**config.mk**
```make
export PLATFORM = sky130hd
export DESIGN_NAME = gpb_port_bank
export DESIGN_NICKNAME = d
export VERILOG_FILES = /design/src/gpb_pkg.sv /design/src/gpb_sync.sv /design/src/gpb_port_bank.sv
export SDC_FILE = /design/constraint.sdc
export NUM_CORES = 1
export LEC_CHECK = 0
export BUFFER_PORTS_ARGS = -buffer_cell sky130_fd_sc_hd__buf_4
export CELL_PAD_IN_SITES_DETAIL_PLACEMENT = 0
export CELL_PAD_IN_SITES_GLOBAL_PLACEMENT = 1
export CORE_ASPECT_RATIO = 1.4
export CORE_MARGIN = 3
export CORE_UTILIZATION = 45
export DETAILED_ROUTE_END_ITERATION = 10
export PLACE_DENSITY_LB_ADDON = 0.1
export SYNTH_ARGS = -nofsm -noshare
export SYNTH_HDL_FRONTEND = slang
export SYNTH_SLANG_ARGS = --single-unit
```
**constraint.sdc**
```tcl
create_clock -name pclk -period 1.7 [get_ports pclk]
set_input_delay 0.17 -clock pclk [delete_from_list [all_inputs] [get_ports pclk]]
set_output_delay 0.17 -clock pclk [all_outputs]
set_load 0.01 [all_outputs]
```
**src/gpb_pkg.sv**
```systemverilog
// package: register map, field layout and reset values of the gpio port bank
// Contract
// (RL1) every port pin has its own direction bit, independent of its neighbours
// (RL2) direction 0 makes the pin an input, 1 drives it from its latch
// (RL3) reading an output pin returns the latch, not the pin level
// (RL4) input pins are undriven and floating; reading returns the sampled pin level
// (RL5) writing an input pin only updates its latch; pin stays undriven
// (RL6) keypad port has eight software pull-ups and feeds the key wake-up function
// (RL7) external irq port has software pull-ups and selectable active edge per line
// (RL8) key wake-up request when AND of keypad input pins falls from 1 to 0
// (RL9) reset clears all direction bits so every pin starts as floating input
package gpb_pkg;
    localparam int unsigned PORT_W = 8;
    localparam int unsigned NUM_PORTS = 2;
    // byte addresses of the register words
    localparam logic [11:0] KP_DATA_OFF = 12'h000;
    localparam logic [11:0] KP_DIR_OFF = 12'h004;
    localparam logic [11:0] KP_PULL_OFF = 12'h008;
    localparam logic [11:0] KP_PIN_OFF = 12'h00c;
    localparam logic [11:0] XP_DATA_OFF = 12'h010;
    localparam logic [11:0] XP_DIR_OFF = 12'h014;
    localparam logic [11:0] XP_PULL_OFF = 12'h018;
    localparam logic [11:0] XP_PIN_OFF = 12'h01c;
    localparam logic [11:0] EDGE_OFF = 12'h020;
    localparam logic [11:0] IRQ_STAT_OFF = 12'h024;
    localparam logic [11:0] IRQ_MASK_OFF = 12'h028;
    // bit positions of the irq-port pins that carry the external lines
    localparam int unsigned IRQ_A_PIN = 0;
    localparam int unsigned IRQ_B_PIN = 2;
    // status / mask / edge field positions
    localparam int unsigned ST_KEY_BIT = 0;
    localparam int unsigned ST_A_BIT = 1;
    localparam int unsigned ST_B_BIT = 2;
    localparam int unsigned ST_W = 3;
    localparam int unsigned EDGE_A_BIT = 0;
    localparam int unsigned EDGE_B_BIT = 1;
    localparam int unsigned EDGE_W = 2;
    localparam logic [7:0] PORT_RST = 8'h00;
    localparam logic [31:0] RDATA_ZERO = 32'h0000_0000;
endpackage

```
**src/gpb_sync.sv**
```systemverilog
// three-stage pin synchroniser with a second/third stage agreement filter
`timescale 1ns/1ps
module gpb_sync #(
    parameter int unsigned WIDTH = 8
) (
    input wire logic pclk,
    input wire logic presetn,
    input wire logic ce,
    input wire logic [WIDTH-1:0] async_in,
    output logic [WIDTH-1:0] level_out
);
    logic [WIDTH-1:0] s1_q;
    logic [WIDTH-1:0] s2_q;
    logic [WIDTH-1:0] s3_q;

    // stage one is read only by stage two, to keep metastability contained
    always_ff @(posedge pclk or negedge presetn)
    begin
        if (!presetn)
        begin
            s1_q <= '0;
            s2_q <= '0;
            s3_q <= '0;
        end
        else if (ce)
        begin
            s1_q <= async_in;
            s2_q <= s1_q;
            s3_q <= s2_q;
        end
    end

    // a bit changes only once the last two stages agree
    genvar i;
    generate
        for (i = 0; i < WIDTH; i++)
        begin : g_bit
            always_ff @(posedge pclk or negedge presetn)
            begin
                if (!presetn)
                    level_out[i] <= 1'b0;
                else if (ce && (s2_q[i] == s3_q[i]))
                    level_out[i] <= s3_q[i];
            end
        end
    endgenerate
endmodule

```
**src/gpb_port_bank.sv**
```systemverilog
// gpio port bank: keypad port and external irq port with apb register access
//
// Chosen here: the APB interface to the registers and the placing of the registers.
`timescale 1ns/1ps
module gpb_port_bank #(
    parameter int unsigned PORT_W = gpb_pkg::PORT_W
) (
    input wire logic pclk,
    input wire logic presetn,
    input wire logic ce,
    input wire logic psel,
    input wire logic penable,
    input wire logic pwrite,
    input wire logic [11:0] paddr,
    input wire logic [31:0] pwdata,
    input wire logic [3:0] pstrb,
    output logic [31:0] prdata,
    output logic pready,
    output logic pslverr,
    input wire logic [PORT_W-1:0] keypad_port_in,
    output logic [PORT_W-1:0] keypad_port_out,
    output logic [PORT_W-1:0] keypad_port_oe,
    output logic [PORT_W-1:0] keypad_pullup_en,
    input wire logic [PORT_W-1:0] ext_irq_port_in,
    output logic [PORT_W-1:0] ext_irq_port_out,
    output logic [PORT_W-1:0] ext_irq_port_oe,
    output logic [PORT_W-1:0] irq_port_pullup_en,
    output logic irq
);
    // register map, one word each, data in the low bits:
    //   0x00 keypad data: writes the latch, reads latch or pin per direction
    //   0x04 keypad direction, 1 = output
    //   0x08 keypad pull-up control
    //   0x0c keypad synchronised pin levels
    //   0x10 irq port data, same layout as the keypad data word
    //   0x14 irq port direction
    //   0x18 irq port pull-up control
    //   0x1c irq port synchronised pin levels
    //   0x20 edge select: bit 0 line a, bit 1 line b; 1 rising, 0 falling
    //   0x24 status, write one to clear: bit 0 key, bit 1 line a, bit 2 line b
    //   0x28 interrupt mask, same layout as the status word
    // line a sits on irq port bit 0, line b on bit 2
    // unmapped words read zero and answer with pslverr; writes to them are dropped
    // only byte lane 0 carries port data; the upper lanes are ignored
    // pull-ups act only while their pin is an input
    // pin levels reach the registers some four cycles after the pin moves
    // status sets a cycle after a filtered event; irq follows a cycle later
    // clock enable low freezes every register, the bus answer included
    logic [PORT_W-1:0] kp_latch_q;
    logic [PORT_W-1:0] kp_dir_q;
    logic [PORT_W-1:0] keypad_pullup_ctrl_q;
    logic [PORT_W-1:0] xp_latch_q;
    logic [PORT_W-1:0] xp_dir_q;
    logic [PORT_W-1:0] irq_port_pullup_ctrl_q;
    logic [gpb_pkg::EDGE_W-1:0] irq_edge_select_q;
    logic [gpb_pkg::ST_W-1:0] stat_q;
    logic [gpb_pkg::ST_W-1:0] mask_q;
    logic [gpb_pkg::ST_W-1:0] ev_set;
    logic [PORT_W-1:0] kp_pin;
    logic [PORT_W-1:0] xp_pin;
    logic kp_and_q;
    logic ext_irq_line_a_q;
    logic ext_irq_line_b_q;
    logic kp_and_d;
    logic ext_irq_line_a;
    logic ext_irq_line_b;
    logic wr_en;
    logic addr_ok;
    logic [31:0] rdata_d;
    logic [31:0] wmask;

    // pin levels pass three stages before the logic looks at them
    gpb_sync #(
        .WIDTH(PORT_W)
    ) u_kp_sync (
        .pclk(pclk),
        .presetn(presetn),
        .ce(ce),
        .async_in(keypad_port_in),
        .level_out(kp_pin)
    );

    gpb_sync #(
        .WIDTH(PORT_W)
    ) u_xp_sync (
        .pclk(pclk),
        .presetn(presetn),
        .ce(ce),
        .async_in(ext_irq_port_in),
        .level_out(xp_pin)
    );

    // apb: zero-wait slave, writes and reads take effect in the access cycle
    assign wr_en = ce && psel && penable && pwrite;

    // byte lanes that a write may touch; only the low byte carries port data
    always_comb
    begin
        for (int b = 0; b < 4; b++)
            wmask[b*8 +: 8] = {8{pstrb[b]}};
    end

    // decode: misaligned or unmapped addresses answer with pslverr
    always_comb
    begin
        addr_ok = 1'b1;
        unique case (paddr)
            gpb_pkg::KP_DATA_OFF, gpb_pkg::KP_DIR_OFF, gpb_pkg::KP_PULL_OFF,
            gpb_pkg::KP_PIN_OFF, gpb_pkg::XP_DATA_OFF, gpb_pkg::XP_DIR_OFF,
            gpb_pkg::XP_PULL_OFF, gpb_pkg::XP_PIN_OFF, gpb_pkg::EDGE_OFF,
            gpb_pkg::IRQ_STAT_OFF, gpb_pkg::IRQ_MASK_OFF: addr_ok = 1'b1;
            default: addr_ok = 1'b0;
        endcase
    end

    // port data reads mix latch and pin per bit, chosen by direction
    always_comb
    begin
        rdata_d = gpb_pkg::RDATA_ZERO;
        unique case (paddr)
            gpb_pkg::KP_DATA_OFF:
                rdata_d[PORT_W-1:0] = (kp_dir_q & kp_latch_q) | (~kp_dir_q & kp_pin); // RL3 RL4
            gpb_pkg::KP_DIR_OFF: rdata_d[PORT_W-1:0] = kp_dir_q;
            gpb_pkg::KP_PULL_OFF: rdata_d[PORT_W-1:0] = keypad_pullup_ctrl_q;
            gpb_pkg::KP_PIN_OFF: rdata_d[PORT_W-1:0] = kp_pin;
            gpb_pkg::XP_DATA_OFF:
                rdata_d[PORT_W-1:0] = (xp_dir_q & xp_latch_q) | (~xp_dir_q & xp_pin); // RL3 RL4
            gpb_pkg::XP_DIR_OFF: rdata_d[PORT_W-1:0] = xp_dir_q;
            gpb_pkg::XP_PULL_OFF: rdata_d[PORT_W-1:0] = irq_port_pullup_ctrl_q;
            gpb_pkg::XP_PIN_OFF: rdata_d[PORT_W-1:0] = xp_pin;
            gpb_pkg::EDGE_OFF: rdata_d[gpb_pkg::EDGE_W-1:0] = irq_edge_select_q;
            gpb_pkg::IRQ_STAT_OFF: rdata_d[gpb_pkg::ST_W-1:0] = stat_q;
            gpb_pkg::IRQ_MASK_OFF: rdata_d[gpb_pkg::ST_W-1:0] = mask_q;
            default: rdata_d = gpb_pkg::RDATA_ZERO;
        endcase
    end

    // pready is low in reset and high from the first enabled edge on: every transfer completes in its first access cycle
    always_ff @(posedge pclk or negedge presetn)
    begin
        if (!presetn)
            pready <= 1'b0;
        else if (ce)
            pready <= 1'b1;
    end

    // error flag raised at the setup edge so it stands through the access cycle
    always_ff @(posedge pclk or negedge presetn)
    begin
        if (!presetn)
            pslverr <= 1'b0;
        else if (ce)
            pslverr <= psel && !penable && !addr_ok;
    end

    // read data taken at the setup edge; it stands until the next read setup
    always_ff @(posedge pclk or negedge presetn)
    begin
        if (!presetn)
            prdata <= gpb_pkg::RDATA_ZERO;
        else if (ce && psel && !penable && !pwrite)
            prdata <= rdata_d;
    end

    // keypad latch takes writes whatever the direction; the pin follows only as output
    always_ff @(posedge pclk or negedge presetn)
    begin
        if (!presetn)
            kp_latch_q <= gpb_pkg::PORT_RST;
        else if (wr_en && pstrb[0] && paddr == gpb_pkg::KP_DATA_OFF)
            kp_latch_q <= pwdata[PORT_W-1:0]; // RL5
    end

    // irq port latch, same behaviour
    always_ff @(posedge pclk or negedge presetn)
    begin
        if (!presetn)
            xp_latch_q <= gpb_pkg::PORT_RST;
        else if (wr_en && pstrb[0] && paddr == gpb_pkg::XP_DATA_OFF)
            xp_latch_q <= pwdata[PORT_W-1:0]; // RL5
    end

    // keypad direction, one bit per pin, cleared at reset so all pins float
    always_ff @(posedge pclk or negedge presetn)
    begin
        if (!presetn)
            kp_dir_q <= gpb_pkg::PORT_RST; // RL9
        else if (wr_en && pstrb[0] && paddr == gpb_pkg::KP_DIR_OFF)
            kp_dir_q <= pwdata[PORT_W-1:0]; // RL1
    end

    // irq port direction, same scheme
    always_ff @(posedge pclk or negedge presetn)
    begin
        if (!presetn)
            xp_dir_q <= gpb_pkg::PORT_RST; // RL9
        else if (wr_en && pstrb[0] && paddr == gpb_pkg::XP_DIR_OFF)
            xp_dir_q <= pwdata[PORT_W-1:0]; // RL1
    end

    // keypad pull-up controls
    always_ff @(posedge pclk or negedge presetn)
    begin
        if (!presetn)
            keypad_pullup_ctrl_q <= gpb_pkg::PORT_RST;
        else if (wr_en && pstrb[0] && paddr == gpb_pkg::KP_PULL_OFF)
            keypad_pullup_ctrl_q <= pwdata[PORT_W-1:0]; // RL6
    end

    // irq port pull-up controls
    always_ff @(posedge pclk or negedge presetn)
    begin
        if (!presetn)
            irq_port_pullup_ctrl_q <= gpb_pkg::PORT_RST;
        else if (wr_en && pstrb[0] && paddr == gpb_pkg::XP_PULL_OFF)
            irq_port_pullup_ctrl_q <= pwdata[PORT_W-1:0]; // RL7
    end

    // edge select per external line
    always_ff @(posedge pclk or negedge presetn)
    begin
        if (!presetn)
            irq_edge_select_q <= '0;
        else if (wr_en && pstrb[0] && paddr == gpb_pkg::EDGE_OFF)
            irq_edge_select_q <= pwdata[gpb_pkg::EDGE_W-1:0]; // RL7
    end

    // keypad drive: enable only where direction selects output
    always_ff @(posedge pclk or negedge presetn)
    begin
        if (!presetn)
        begin
            keypad_port_out <= gpb_pkg::PORT_RST;
            keypad_port_oe <= gpb_pkg::PORT_RST;
        end
        else if (ce)
        begin
            keypad_port_out <= kp_latch_q & kp_dir_q; // RL2
            keypad_port_oe <= kp_dir_q; // RL2 RL4
        end
    end

    // irq port drive, same scheme
    always_ff @(posedge pclk or negedge presetn)
    begin
        if (!presetn)
        begin
            ext_irq_port_out <= gpb_pkg::PORT_RST;
            ext_irq_port_oe <= gpb_pkg::PORT_RST;
        end
        else if (ce)
        begin
            ext_irq_port_out <= xp_latch_q & xp_dir_q; // RL2
            ext_irq_port_oe <= xp_dir_q; // RL2 RL4
        end
    end

    // pull-up enables; a pull-up on a driven pin would only waste current
    always_ff @(posedge pclk or negedge presetn)
    begin
        if (!presetn)
        begin
            keypad_pullup_en <= gpb_pkg::PORT_RST;
            irq_port_pullup_en <= gpb_pkg::PORT_RST;
        end
        else if (ce)
        begin
            keypad_pullup_en <= keypad_pullup_ctrl_q & ~kp_dir_q; // RL6
            irq_port_pullup_en <= irq_port_pullup_ctrl_q & ~xp_dir_q; // RL7
        end
    end

    // key wake-up: AND of input pins only; output pins count as 1.
    // with no input pins the AND stays 1, so no request can fire
    assign kp_and_d = &(kp_pin | kp_dir_q); // RL8
    assign ext_irq_line_a = xp_pin[gpb_pkg::IRQ_A_PIN] ^ !irq_edge_select_q[gpb_pkg::EDGE_A_BIT];
    assign ext_irq_line_b = xp_pin[gpb_pkg::IRQ_B_PIN] ^ !irq_edge_select_q[gpb_pkg::EDGE_B_BIT];

    // key AND history; resets to 0, the AND of the synchronised pins at reset,
    // so no false key press follows reset while the pins settle
    always_ff @(posedge pclk or negedge presetn)
    begin
        if (!presetn)
            kp_and_q <= 1'b0;
        else if (ce)
            kp_and_q <= kp_and_d;
    end

    // line history; edge select 1 = rising, 0 = falling.
    // flipping the select can look like an edge: mask the line while changing it
    always_ff @(posedge pclk or negedge presetn)
    begin
        if (!presetn)
        begin
            ext_irq_line_a_q <= 1'b1;
            ext_irq_line_b_q <= 1'b1;
        end
        else if (ce)
        begin
            ext_irq_line_a_q <= ext_irq_line_a;
            ext_irq_line_b_q <= ext_irq_line_b;
        end
    end

    // events: key AND falling, and the selected edge of each irq line
    always_comb
    begin
        ev_set = '0;
        ev_set[gpb_pkg::ST_KEY_BIT] = kp_and_q && !kp_and_d; // RL8
        ev_set[gpb_pkg::ST_A_BIT] = !ext_irq_line_a_q && ext_irq_line_a; // RL7
        ev_set[gpb_pkg::ST_B_BIT] = !ext_irq_line_b_q && ext_irq_line_b; // RL7
    end

    // sticky status, write one to clear; a new event wins over its clear
    genvar k;
    generate
        for (k = 0; k < gpb_pkg::ST_W; k++)
        begin : g_stat
            always_ff @(posedge pclk or negedge presetn)
            begin
                if (!presetn)
                    stat_q[k] <= 1'b0;
                else if (ce)
                begin
                    if (wr_en && paddr == gpb_pkg::IRQ_STAT_OFF && pwdata[k] && wmask[k])
                        stat_q[k] <= ev_set[k];
                    else
                        stat_q[k] <= stat_q[k] | ev_set[k];
                end
            end
        end
    endgenerate

    // interrupt mask, 1 lets the status bit through
    always_ff @(posedge pclk or negedge presetn)
    begin
        if (!presetn)
            mask_q <= '0;
        else if (wr_en && pstrb[0] && paddr == gpb_pkg::IRQ_MASK_OFF)
            mask_q <= pwdata[gpb_pkg::ST_W-1:0];
    end

    // level interrupt, registered so it leaves straight from a flip-flop
    always_ff @(posedge pclk or negedge presetn)
    begin
        if (!presetn)
            irq <= 1'b0;
        else if (ce)
            irq <= |(stat_q & mask_q);
    end
endmodule

```
==> impl_metrics.env, run 1 <==
export IMPL_yosysUniqueCellTypes=63
export IMPL_cp_data_required_time_ns=2.01
export IMPL_syn_instance_count=717
export IMPL_busiest_layer="met2"
export IMPL_leakagePower_nw=4.942
export IMPL_min_path_type="primary input to flop"
export IMPL_worstHoldStart="pwdata[3]"
export IMPL_vias=6065
export IMPL_clk_pin_slew_ns=0.07
export IMPL_slew_headroom_pct=49.87
export IMPL_cts_tree="built"
export IMPL_antenna_found_initial=0
export IMPL_pre_cts_ws_ns=-0.2166
export IMPL_cts_setup_buffers=0
export IMPL_synth_area_per_cell_sq_um=11.88
export IMPL_synth_seq_area_share_pct=53.50
export IMPL_synth_edff_count=0
export IMPL_place_port_buffers=101
export IMPL_ios=153
export IMPL_max_freq_ghz=0.6112
export IMPL_drv_cap=0
export IMPL_synthArstFlopShare_pct=100.0
export IMPL_dpl_cell_area_sq_mm=0.009833
export IMPL_post_route_util_pct=57.79
export IMPL_cts_made_buffers=17
export IMPL_synth_seq_cells=182
export IMPL_period_share_pct=96.25
export IMPL_drt_pre_antenna_iters=4
export IMPL_rows=58
export IMPL_netlist_area_sq_mm=0.008518
export IMPL_drc=0
export IMPL_setup_viol=0
export IMPL_die_y_microns=168.8
export IMPL_power_density_mw_per_mm2=932.9
export IMPL_arrival_ns=1.94
export IMPL_fin_area_sq_mm=0.01057
export IMPL_grt_use_met2_pct=37.51
export IMPL_crit_end="prdata[2]"
export IMPL_rr_worst_depth=4
export IMPL_yosys_area_top_type="dfrtp_1"
export IMPL_mostFrequentLayoutCells="dfrtp_1 (180), buf_4 (145), mux2_2 (68)"
export IMPL_viasPerCell=5.396
export IMPL_fin_ws_ns=0.06376
export IMPL_synth_warnings=0
export IMPL_synth_area_top_cells="dfrtp_1 (53%), mux2_2 (9.0%), mux2_4 (4.2%)"
export IMPL_grt_overflow=0
export IMPL_numClockSinks=182
export IMPL_rsz0062_at_grt="false"
export IMPL_tightest_slew_ns=0.7519
export IMPL_slew_viol_final=0
export IMPL_grt_use_met1_pct=30.63
export IMPL_wirelength_microns=22460
export IMPL_post_synth_top_area_fraction_pct=52.88
export IMPL_timing_rr_start="xp_dir_q[2]"
export IMPL_final_common_cell="dfrtp_1"
export IMPL_design_core_area_sq_mm=0.01829
export IMPL_use_met3_pct=3.342
export IMPL_irDropWorstVdd_uv=871.0
export IMPL_die_w_microns=122.3
export IMPL_r2r_end="prdata[2]"
export IMPL_clockBufferDepth=2
export IMPL_nets=942
export IMPL_crit_fanout=2
export IMPL_wl_per_cell_microns=19.98
export IMPL_finClkSkew_ns=0.01121
export IMPL_hold_viol=0
export IMPL_grt_max_degree=174
export IMPL_syn_to_final_growth_pct=24.06
export IMPL_cp_start_kind="flop"
export IMPL_grtUsageTotal_pct=22.41
export IMPL_die_area_sq_mm=0.02064
export IMPL_dp_hpwl_microns=16580
export IMPL_clk_latency_ns=0.43
export IMPL_ant_nets=0
export IMPL_drive_gt1_share_pct=33.94
export IMPL_first_global_vias=6112
export IMPL_gp_congestion=0.8987
export IMPL_initial_utilization_pct=46.58
export IMPL_cts_root_buf="clkbuf_16"
export IMPL_insertedDiodeCount=0
export IMPL_end_kind="flop"
export IMPL_drtIter0Drc=371
export IMPL_synth_ff_type="dfrtp_1"
export IMPL_status="completed"
export IMPL_r2r_slack_ns=0.06
export IMPL_period_needed_ns=1.636
export IMPL_cts_max_level=4
export IMPL_crit_type="flop to flop"
export IMPL_crit_path_start="xp_dir_q[2]"
export IMPL_grt_pass1_wl_microns=35170
export IMPL_finalPower_mw=9.859
worst min path at each step:
stage	to	cells after the start
3_5_place_dp	ext_irq_port_out[0]	1
2_1_floorplan	ext_irq_port_oe[0]	0
6_report	xp_latch_q[3]	2
3_3_place_gp	ext_irq_port_out[0]	1
4_1_cts	xp_latch_q[3]	2
5_1_grt	irq_port_pullup_ctrl_q[6]	2
cell type report:
class,instances,area [sq um]
Clock inverter,14,138.9
Fill cell,1587,7720
Tap cell,240,300.3
Clock buffer,17,425.4
Timing Repair Buffer,171,1421
Sequential cell,182,4557
Multi-Input combinational cell,461,3578
Inverter,39,146.4
synthesized netlist by cell type, drive strengths merged, types with 3 or more instances:
cell	n
a21oi	48
clkbuf	19
inv	39
a32oi	4
nor4	4
o211ai	4
nor4b	3
mux2	121
nand3	26
dfrtp	180
nand2b	17
nand3b	17
a32o	3
buf	39
o22ai	7
mux2i	19
nor3b	3
or2	4
nor3	11
nor2b	4
nand2	23
nor2	38
xnor2	3
or3	3
o21ai	42
power breakdown:
part | internal (mW) | total [mW] | switching (mW)
combinational | 0.545 | 1.10 | 0.557
clock | 1.94 | 3.80 | 1.86
sequential | 4.63 | 4.96 | 0.329
worst max-delay path, stage by stage, from the launching register on:
cell      delay (ns)
dfrtp_1         0.36
mux2_2          0.34
mux4_2          0.47
a31oi_1         0.25
a211oi_1        0.11
stage by stage:
stage | setup TNS (ns) | cells | hold WS (ns)
after floorplan | 0 | 740 | -0.1256
after global placement | -7.462 | 1076 | 0.06447
after detailed placement | -8.115 | 1076 | 0.07170
after CTS | 0 | 1124 | 0.02045
after global routing | 0 | 1124 | 0.02640
final | 0 | 1124 | 0.03324
kinds of logic after synthesis:
group | share of synthesized area [%]
other cells | 0.04402
compound gates | 9.327
mux | 19.55
buf+inv | 5.508
xor+xnor | 0.3085
simple gates | 11.77
flops | 53.50
metal layers:
layer	part of all wire (%)	wire length, microns
met1	45	10060
met2	50	11260
met3	3.6	819
met4	1.4	322
met5	0	0
timing repair:
item | in CTS | in global routing
hold endpoints to repair | 196 | 0
hold buffers | 17 | 0
gates resized for setup | 0 | 0
Note: power is estimated with default switching activity, not from simulation.
==> run 2: changes to the inputs <==
- CORE_ASPECT_RATIO: 1.4 -> 0.8
==> run 2 against run 1 <==
Net effect:
- sequential cell count is the same
- total power increased by 4.3%
- cell count is 3.0% higher
- non-clock buffer count grew 20
- setup slack improved by 0.083 ns
- global-route usage shrank 0.52 points
- hold slack got worse by 0.012 ns
- routed wire length shrank 2.8%
- largest cell class unchanged
==> impl_metrics.env, run 2 (synthesis gave the netlist of run 1 again) <==
export IMPL_drive_gt1_share_pct=35.58
export IMPL_cts_max_level=4
export IMPL_ios=153
export IMPL_end_kind="flop"
export IMPL_rr_worst_depth=4
export IMPL_hold_viol=0
export IMPL_cts_setup_buffers=0
export IMPL_r2r_slack_ns=0.17
export IMPL_worstHoldStart="pwdata[7]"
export IMPL_die_y_microns=129.1
export IMPL_cts_root_buf="clkbuf_16"
export IMPL_gp_congestion=0.9376
export IMPL_path_buf_inv=5
export IMPL_cts_made_buffers=17
export IMPL_drtIter0Drc=312
export IMPL_max_stage_delay_ns=0.41
export IMPL_cp_data_required_time_ns=2.03
export IMPL_numClockSinks=182
export IMPL_status="completed"
export IMPL_rows=44
export IMPL_max_freq_ghz=0.6437
export IMPL_crit_type="primary input to flop"
export IMPL_place_port_buffers=101
export IMPL_setup_viol=0
export IMPL_n_fill_cell=1579
export IMPL_drc=0
export IMPL_post_route_util_pct=59.06
export IMPL_timing_rr_start="xp_dir_q[2]"
export IMPL_clk_latency_ns=0.42
export IMPL_die_area_sq_mm=0.02063
export IMPL_mostFrequentLayoutCells="dfrtp_1 (180), buf_4 (164), mux2_2 (68)"
export IMPL_hold_path_end="xp_latch_q[7]"
export IMPL_busiest_layer="met2"
export IMPL_cp_slowest_cell="nor4_1"
export IMPL_rsz0062_at_grt="false"
export IMPL_irDropWorstVdd_uv=641.4
export IMPL_grt_use_met1_pct=31.60
export IMPL_die_w_microns=159.8
export IMPL_cts_tree="built"
export IMPL_finalPower_mw=10.28
export IMPL_clk_pin_slew_ns=0.07
export IMPL_nets=962
export IMPL_setup_tns_ns=0
export IMPL_leakagePower_nw=5.074
export IMPL_path_cells="buf_4 > nor4_1 > buf_4 > and3_1 > buf_4 > nor4b_2 > buf_4 > inv_1 > o221ai_1"
export IMPL_period_share_pct=91.38
export IMPL_first_global_vias=6198
export IMPL_drt_pre_antenna_iters=4
export IMPL_whs_path_depth=2
export IMPL_slew_headroom_pct=60.41
export IMPL_insertedDiodeCount=0
export IMPL_wirelength_microns=21840
export IMPL_use_met3_pct=4.602
export IMPL_ant_nets=0
export IMPL_clockBufferDepth=2
export IMPL_grt_pass1_wl_microns=34740
export IMPL_grt_max_degree=127
export IMPL_dp_hpwl_microns=15870
export IMPL_grtUsageTotal_pct=21.89
export IMPL_arrival_ns=1.89
export IMPL_design_core_area_sq_mm=0.01833
export IMPL_slew_viol_final=0
export IMPL_syn_to_final_growth_pct=27.12
export IMPL_r2r_end="prdata[2]"
export IMPL_antenna_found_initial=0
export IMPL_drv_cap=0
export IMPL_finClkSkew_ns=0.006701
export IMPL_crit_top_cell="buf_4"
export IMPL_grt_overflow=0
export IMPL_viasPerCell=5.244
export IMPL_wl_per_cell_microns=18.86
export IMPL_cp_start_kind="primary input"
export IMPL_tightest_slew_ns=0.5939
export IMPL_initial_utilization_pct=46.46
export IMPL_min_path_type="primary input to flop"
export IMPL_crit_fanout=5
export IMPL_path_delay_family="simple AND/OR/NAND/NOR gates"
export IMPL_final_common_cell="dfrtp_1"
export IMPL_period_needed_ns=1.553
export IMPL_grt_use_met2_pct=33.58
export IMPL_power_density_mw_per_mm2=949.6
export IMPL_vias=6073
[run 2: cell type report]
cell class / count / area (sq um) / area share, %
multi-input cells: 461 / 3592 / 33.18
flip-flops and latches: 182 / 4557 / 42.08
clock buffers: 19 / 442.9 / 4.091
repair buffers: 191 / 1584 / 14.63
well taps: 253 / 316.6 / 2.924
clock inverters: 13 / 188.9 / 1.745
inverters: 39 / 146.4 / 1.352
[run 2: routing by layer]
| metal | vias up | wire length (microns) | share of wire (%) |
|---|---|---|---|
| li1 | 2861 | - | - |
| met1 | 3036 | 10650 | 49 |
| met2 | 150 | 9757 | 45 |
| met3 | 26 | 981 | 4.5 |
| met4 | 0 | 453 | 2.1 |
| met5 | - | 0 | 0 |
[run 2: repair_timing]
action / 4_1_cts / 5_1_grt
endpoints found under the setup margin: 0 / 3
gates resized for setup: 0 / 4
hold buffers: 17 / 0
endpoints found under the hold margin: 77 / 0
[run 2: worst max-delay path by stage]
stage / start / end / slack, ns / cells after the start
after floorplan: paddr[7] / kp_dir_q[0] / 0.005 / 5
after global placement: paddr[7] / irq_port_pullup_ctrl_q[6] / -0.27 / 8
after detailed placement: paddr[7] / prdata[5] / -0.30 / 9
after CTS: kp_dir_q[2] / prdata[2] / 0.02 / 6
after global routing: kp_dir_q[2] / prdata[2] / 0.05 / 5
final: paddr[7] / prdata[5] / 0.15 / 9
[run 2: stage by stage]
step	hold slack, ns	worst slack [ns]	cell area [sq um]	cells
global route	0.006413	0.04539	10830	1158
detailed placement	0.1043	-0.2987	10010	1109
finish	0.02082	0.1465	10830	1158
global placement	0.1044	-0.2749	10010	1109
floorplan	-0.1256	0.005201	8605	740
CTS	0.002521	0.02305	10810	1158
[run 2: report_power, final]
group / switching [mW] / leakage (nW) / total (mW) / internal [mW]
clock network: 1.78 / 0.299 / 4.19 / 2.41
registers: 0.326 / 2.39 / 4.96 / 4.63
logic: 0.561 / 2.39 / 1.13 / 0.572
total: 2.67 / 5.07 / 10.3 / 7.62
==> run 3: changes to the inputs <==
- CORE_ASPECT_RATIO: 0.8 -> 1.5
- SLEW_MARGIN: not set -> 20
- TNS_END_PERCENT: not set -> 100
==> run 3 against run 2 <==
Net effect:
- critical path type is now flop to flop
- utilization fell by 1.4 points
- setup slack barely moved
- cell count fell by 0.86%
- clock power fell by 3%
- clock skew rose by 0.010 ns
==> impl_metrics.env, run 3 (synthesis gave the netlist of run 1 again) <==
export IMPL_design_core_area_sq_mm=0.01855
export IMPL_irDropWorstVdd_uv=667.0
export IMPL_first_global_vias=6316
export IMPL_grt_pass1_wl_microns=36180
export IMPL_finalPower_mw=10.15
export IMPL_numClockSinks=182
export IMPL_die_area_sq_mm=0.02065
export IMPL_antenna_found_initial=0
export IMPL_rsz0062_at_grt="false"
export IMPL_finClkSkew_ns=0.01674
export IMPL_cp_slowest_cell="mux4_2"
export IMPL_tightest_slew_ns=0.5893
export IMPL_vias=6079
export IMPL_viasPerCell=5.295
export IMPL_initial_utilization_pct=45.93
export IMPL_min_path_type="primary input to flop"
export IMPL_cts_root_buf="clkbuf_16"
export IMPL_drtIter0Drc=287
export IMPL_cts_made_buffers=17
export IMPL_max_freq_ghz=0.6436
export IMPL_cp_data_required_time_ns=2.01
export IMPL_grtUsageTotal_pct=22.83
export IMPL_drv_cap=0
export IMPL_slew_headroom_pct=60.71
export IMPL_syn_to_final_growth_pct=25.56
export IMPL_die_w_microns=118.3
export IMPL_setup_tns_ns=0
export IMPL_ios=153
export IMPL_place_port_buffers=101
export IMPL_slew_viol_final=0
export IMPL_nets=953
export IMPL_cp_start_kind="flop"
export IMPL_grt_overflow=0
export IMPL_crit_type="flop to flop"
export IMPL_final_common_cell="dfrtp_1"
export IMPL_clockBufferDepth=2
export IMPL_status="completed"
export IMPL_drive_gt1_share_pct=34.82
export IMPL_clk_pin_slew_ns=0.08
export IMPL_grt_max_degree=138
export IMPL_rows=61
export IMPL_insertedDiodeCount=0
export IMPL_ant_nets=0
export IMPL_hold_viol=0
export IMPL_wl_per_cell_microns=19.89
export IMPL_fin_ws_ns=0.1462
export IMPL_post_route_util_pct=57.67
export IMPL_max_stage_delay_ns=0.46
export IMPL_clk_latency_ns=0.43
export IMPL_cts_tree="built"
export IMPL_gp_congestion=0.8918
export IMPL_power_density_mw_per_mm2=949.3
export IMPL_period_share_pct=91.40
export IMPL_arrival_ns=1.86
export IMPL_setup_viol=0
export IMPL_drt_pre_antenna_iters=5
export IMPL_dp_hpwl_microns=17030
export IMPL_drc=0
export IMPL_pre_cts_ws_ns=-0.2280
export IMPL_die_y_microns=174.5
export IMPL_leakagePower_nw=5.020
export IMPL_mostFrequentLayoutCells="dfrtp_1 (180), buf_4 (158), mux2_2 (68)"
export IMPL_period_needed_ns=1.554
export IMPL_cts_max_level=4
export IMPL_end_kind="flop"
export IMPL_r2r_slack_ns=0.15
export IMPL_path_cells="mux2_2 > mux4_2 > a31oi_1 > a211oi_1"
export IMPL_crit_fanout=2
export IMPL_wirelength_microns=22830
run 3: metrics by stage:
step	instances	area, sq um	hold slack (ns)
floorplan	740	8605	-0.1256
global placement	1099	9915	0.1258
detailed placement	1099	9915	0.1279
CTS	1148	10700	0.002685
global route	1148	10700	0.01620
finish	1148	10700	0.01125
run 3: path summary, 6_finish.rpt:
check	start	cells past startpoint	to
setup / recovery	u_xp_sync.level_out[2]	4	prdata[2]
hold / removal	pwdata[6]	2	xp_latch_q[6]
setup reg to reg	u_xp_sync.level_out[2]	4	prdata[2]
hold reg to reg	pready	1	pready
min in group asynchronous	presetn	2	xp_dir_q[0]
max in group asynchronous	presetn	3	kp_dir_q[6]
run 3: per-layer routing:
metal | wire length, microns | vias to the layer above | global-route usage [%] | part of all wire [%]
li1 | - | 2836 | - | -
met3 | 845 | 38 | 3.711 | 3.7
met4 | 649 | 0 | 8.998 | 2.8
met5 | 0 | - | 0 | 0
met1 | 9652 | 3031 | 28.99 | 42
met2 | 11680 | 174 | 38.96 | 51
run 3: cell type report:
type	instances	area, sq um
clock buffer	19	452.9
clock inverter	13	157.7
fill	1632	7851
inverter	39	146.4
multi-input combinational	461	3578
sequential	182	4557
tap	252	315.3
timing repair buffer	182	1488
run 3: critical path, delay by kind of cell, from the launching register on:
family          cells  cell delay [ns]
mux                 2             0.74
flops               1             0.43
compound gates      2             0.27
run 3: report_power, final:
group | switching, mW | internal [mW] | leakage, nW
registers | 0.319 | 4.63 | 2.39
clock network | 1.89 | 2.18 | 0.300
logic | 0.572 | 0.561 | 2.33
total | 2.78 | 7.37 | 5.02
run 3: repair_timing:
action                                 4_1_cts  5_1_grt
resized for setup                            0        0
hold buffers                                17        0
buffers inserted                             0        0
endpoints found under the hold margin       50        0
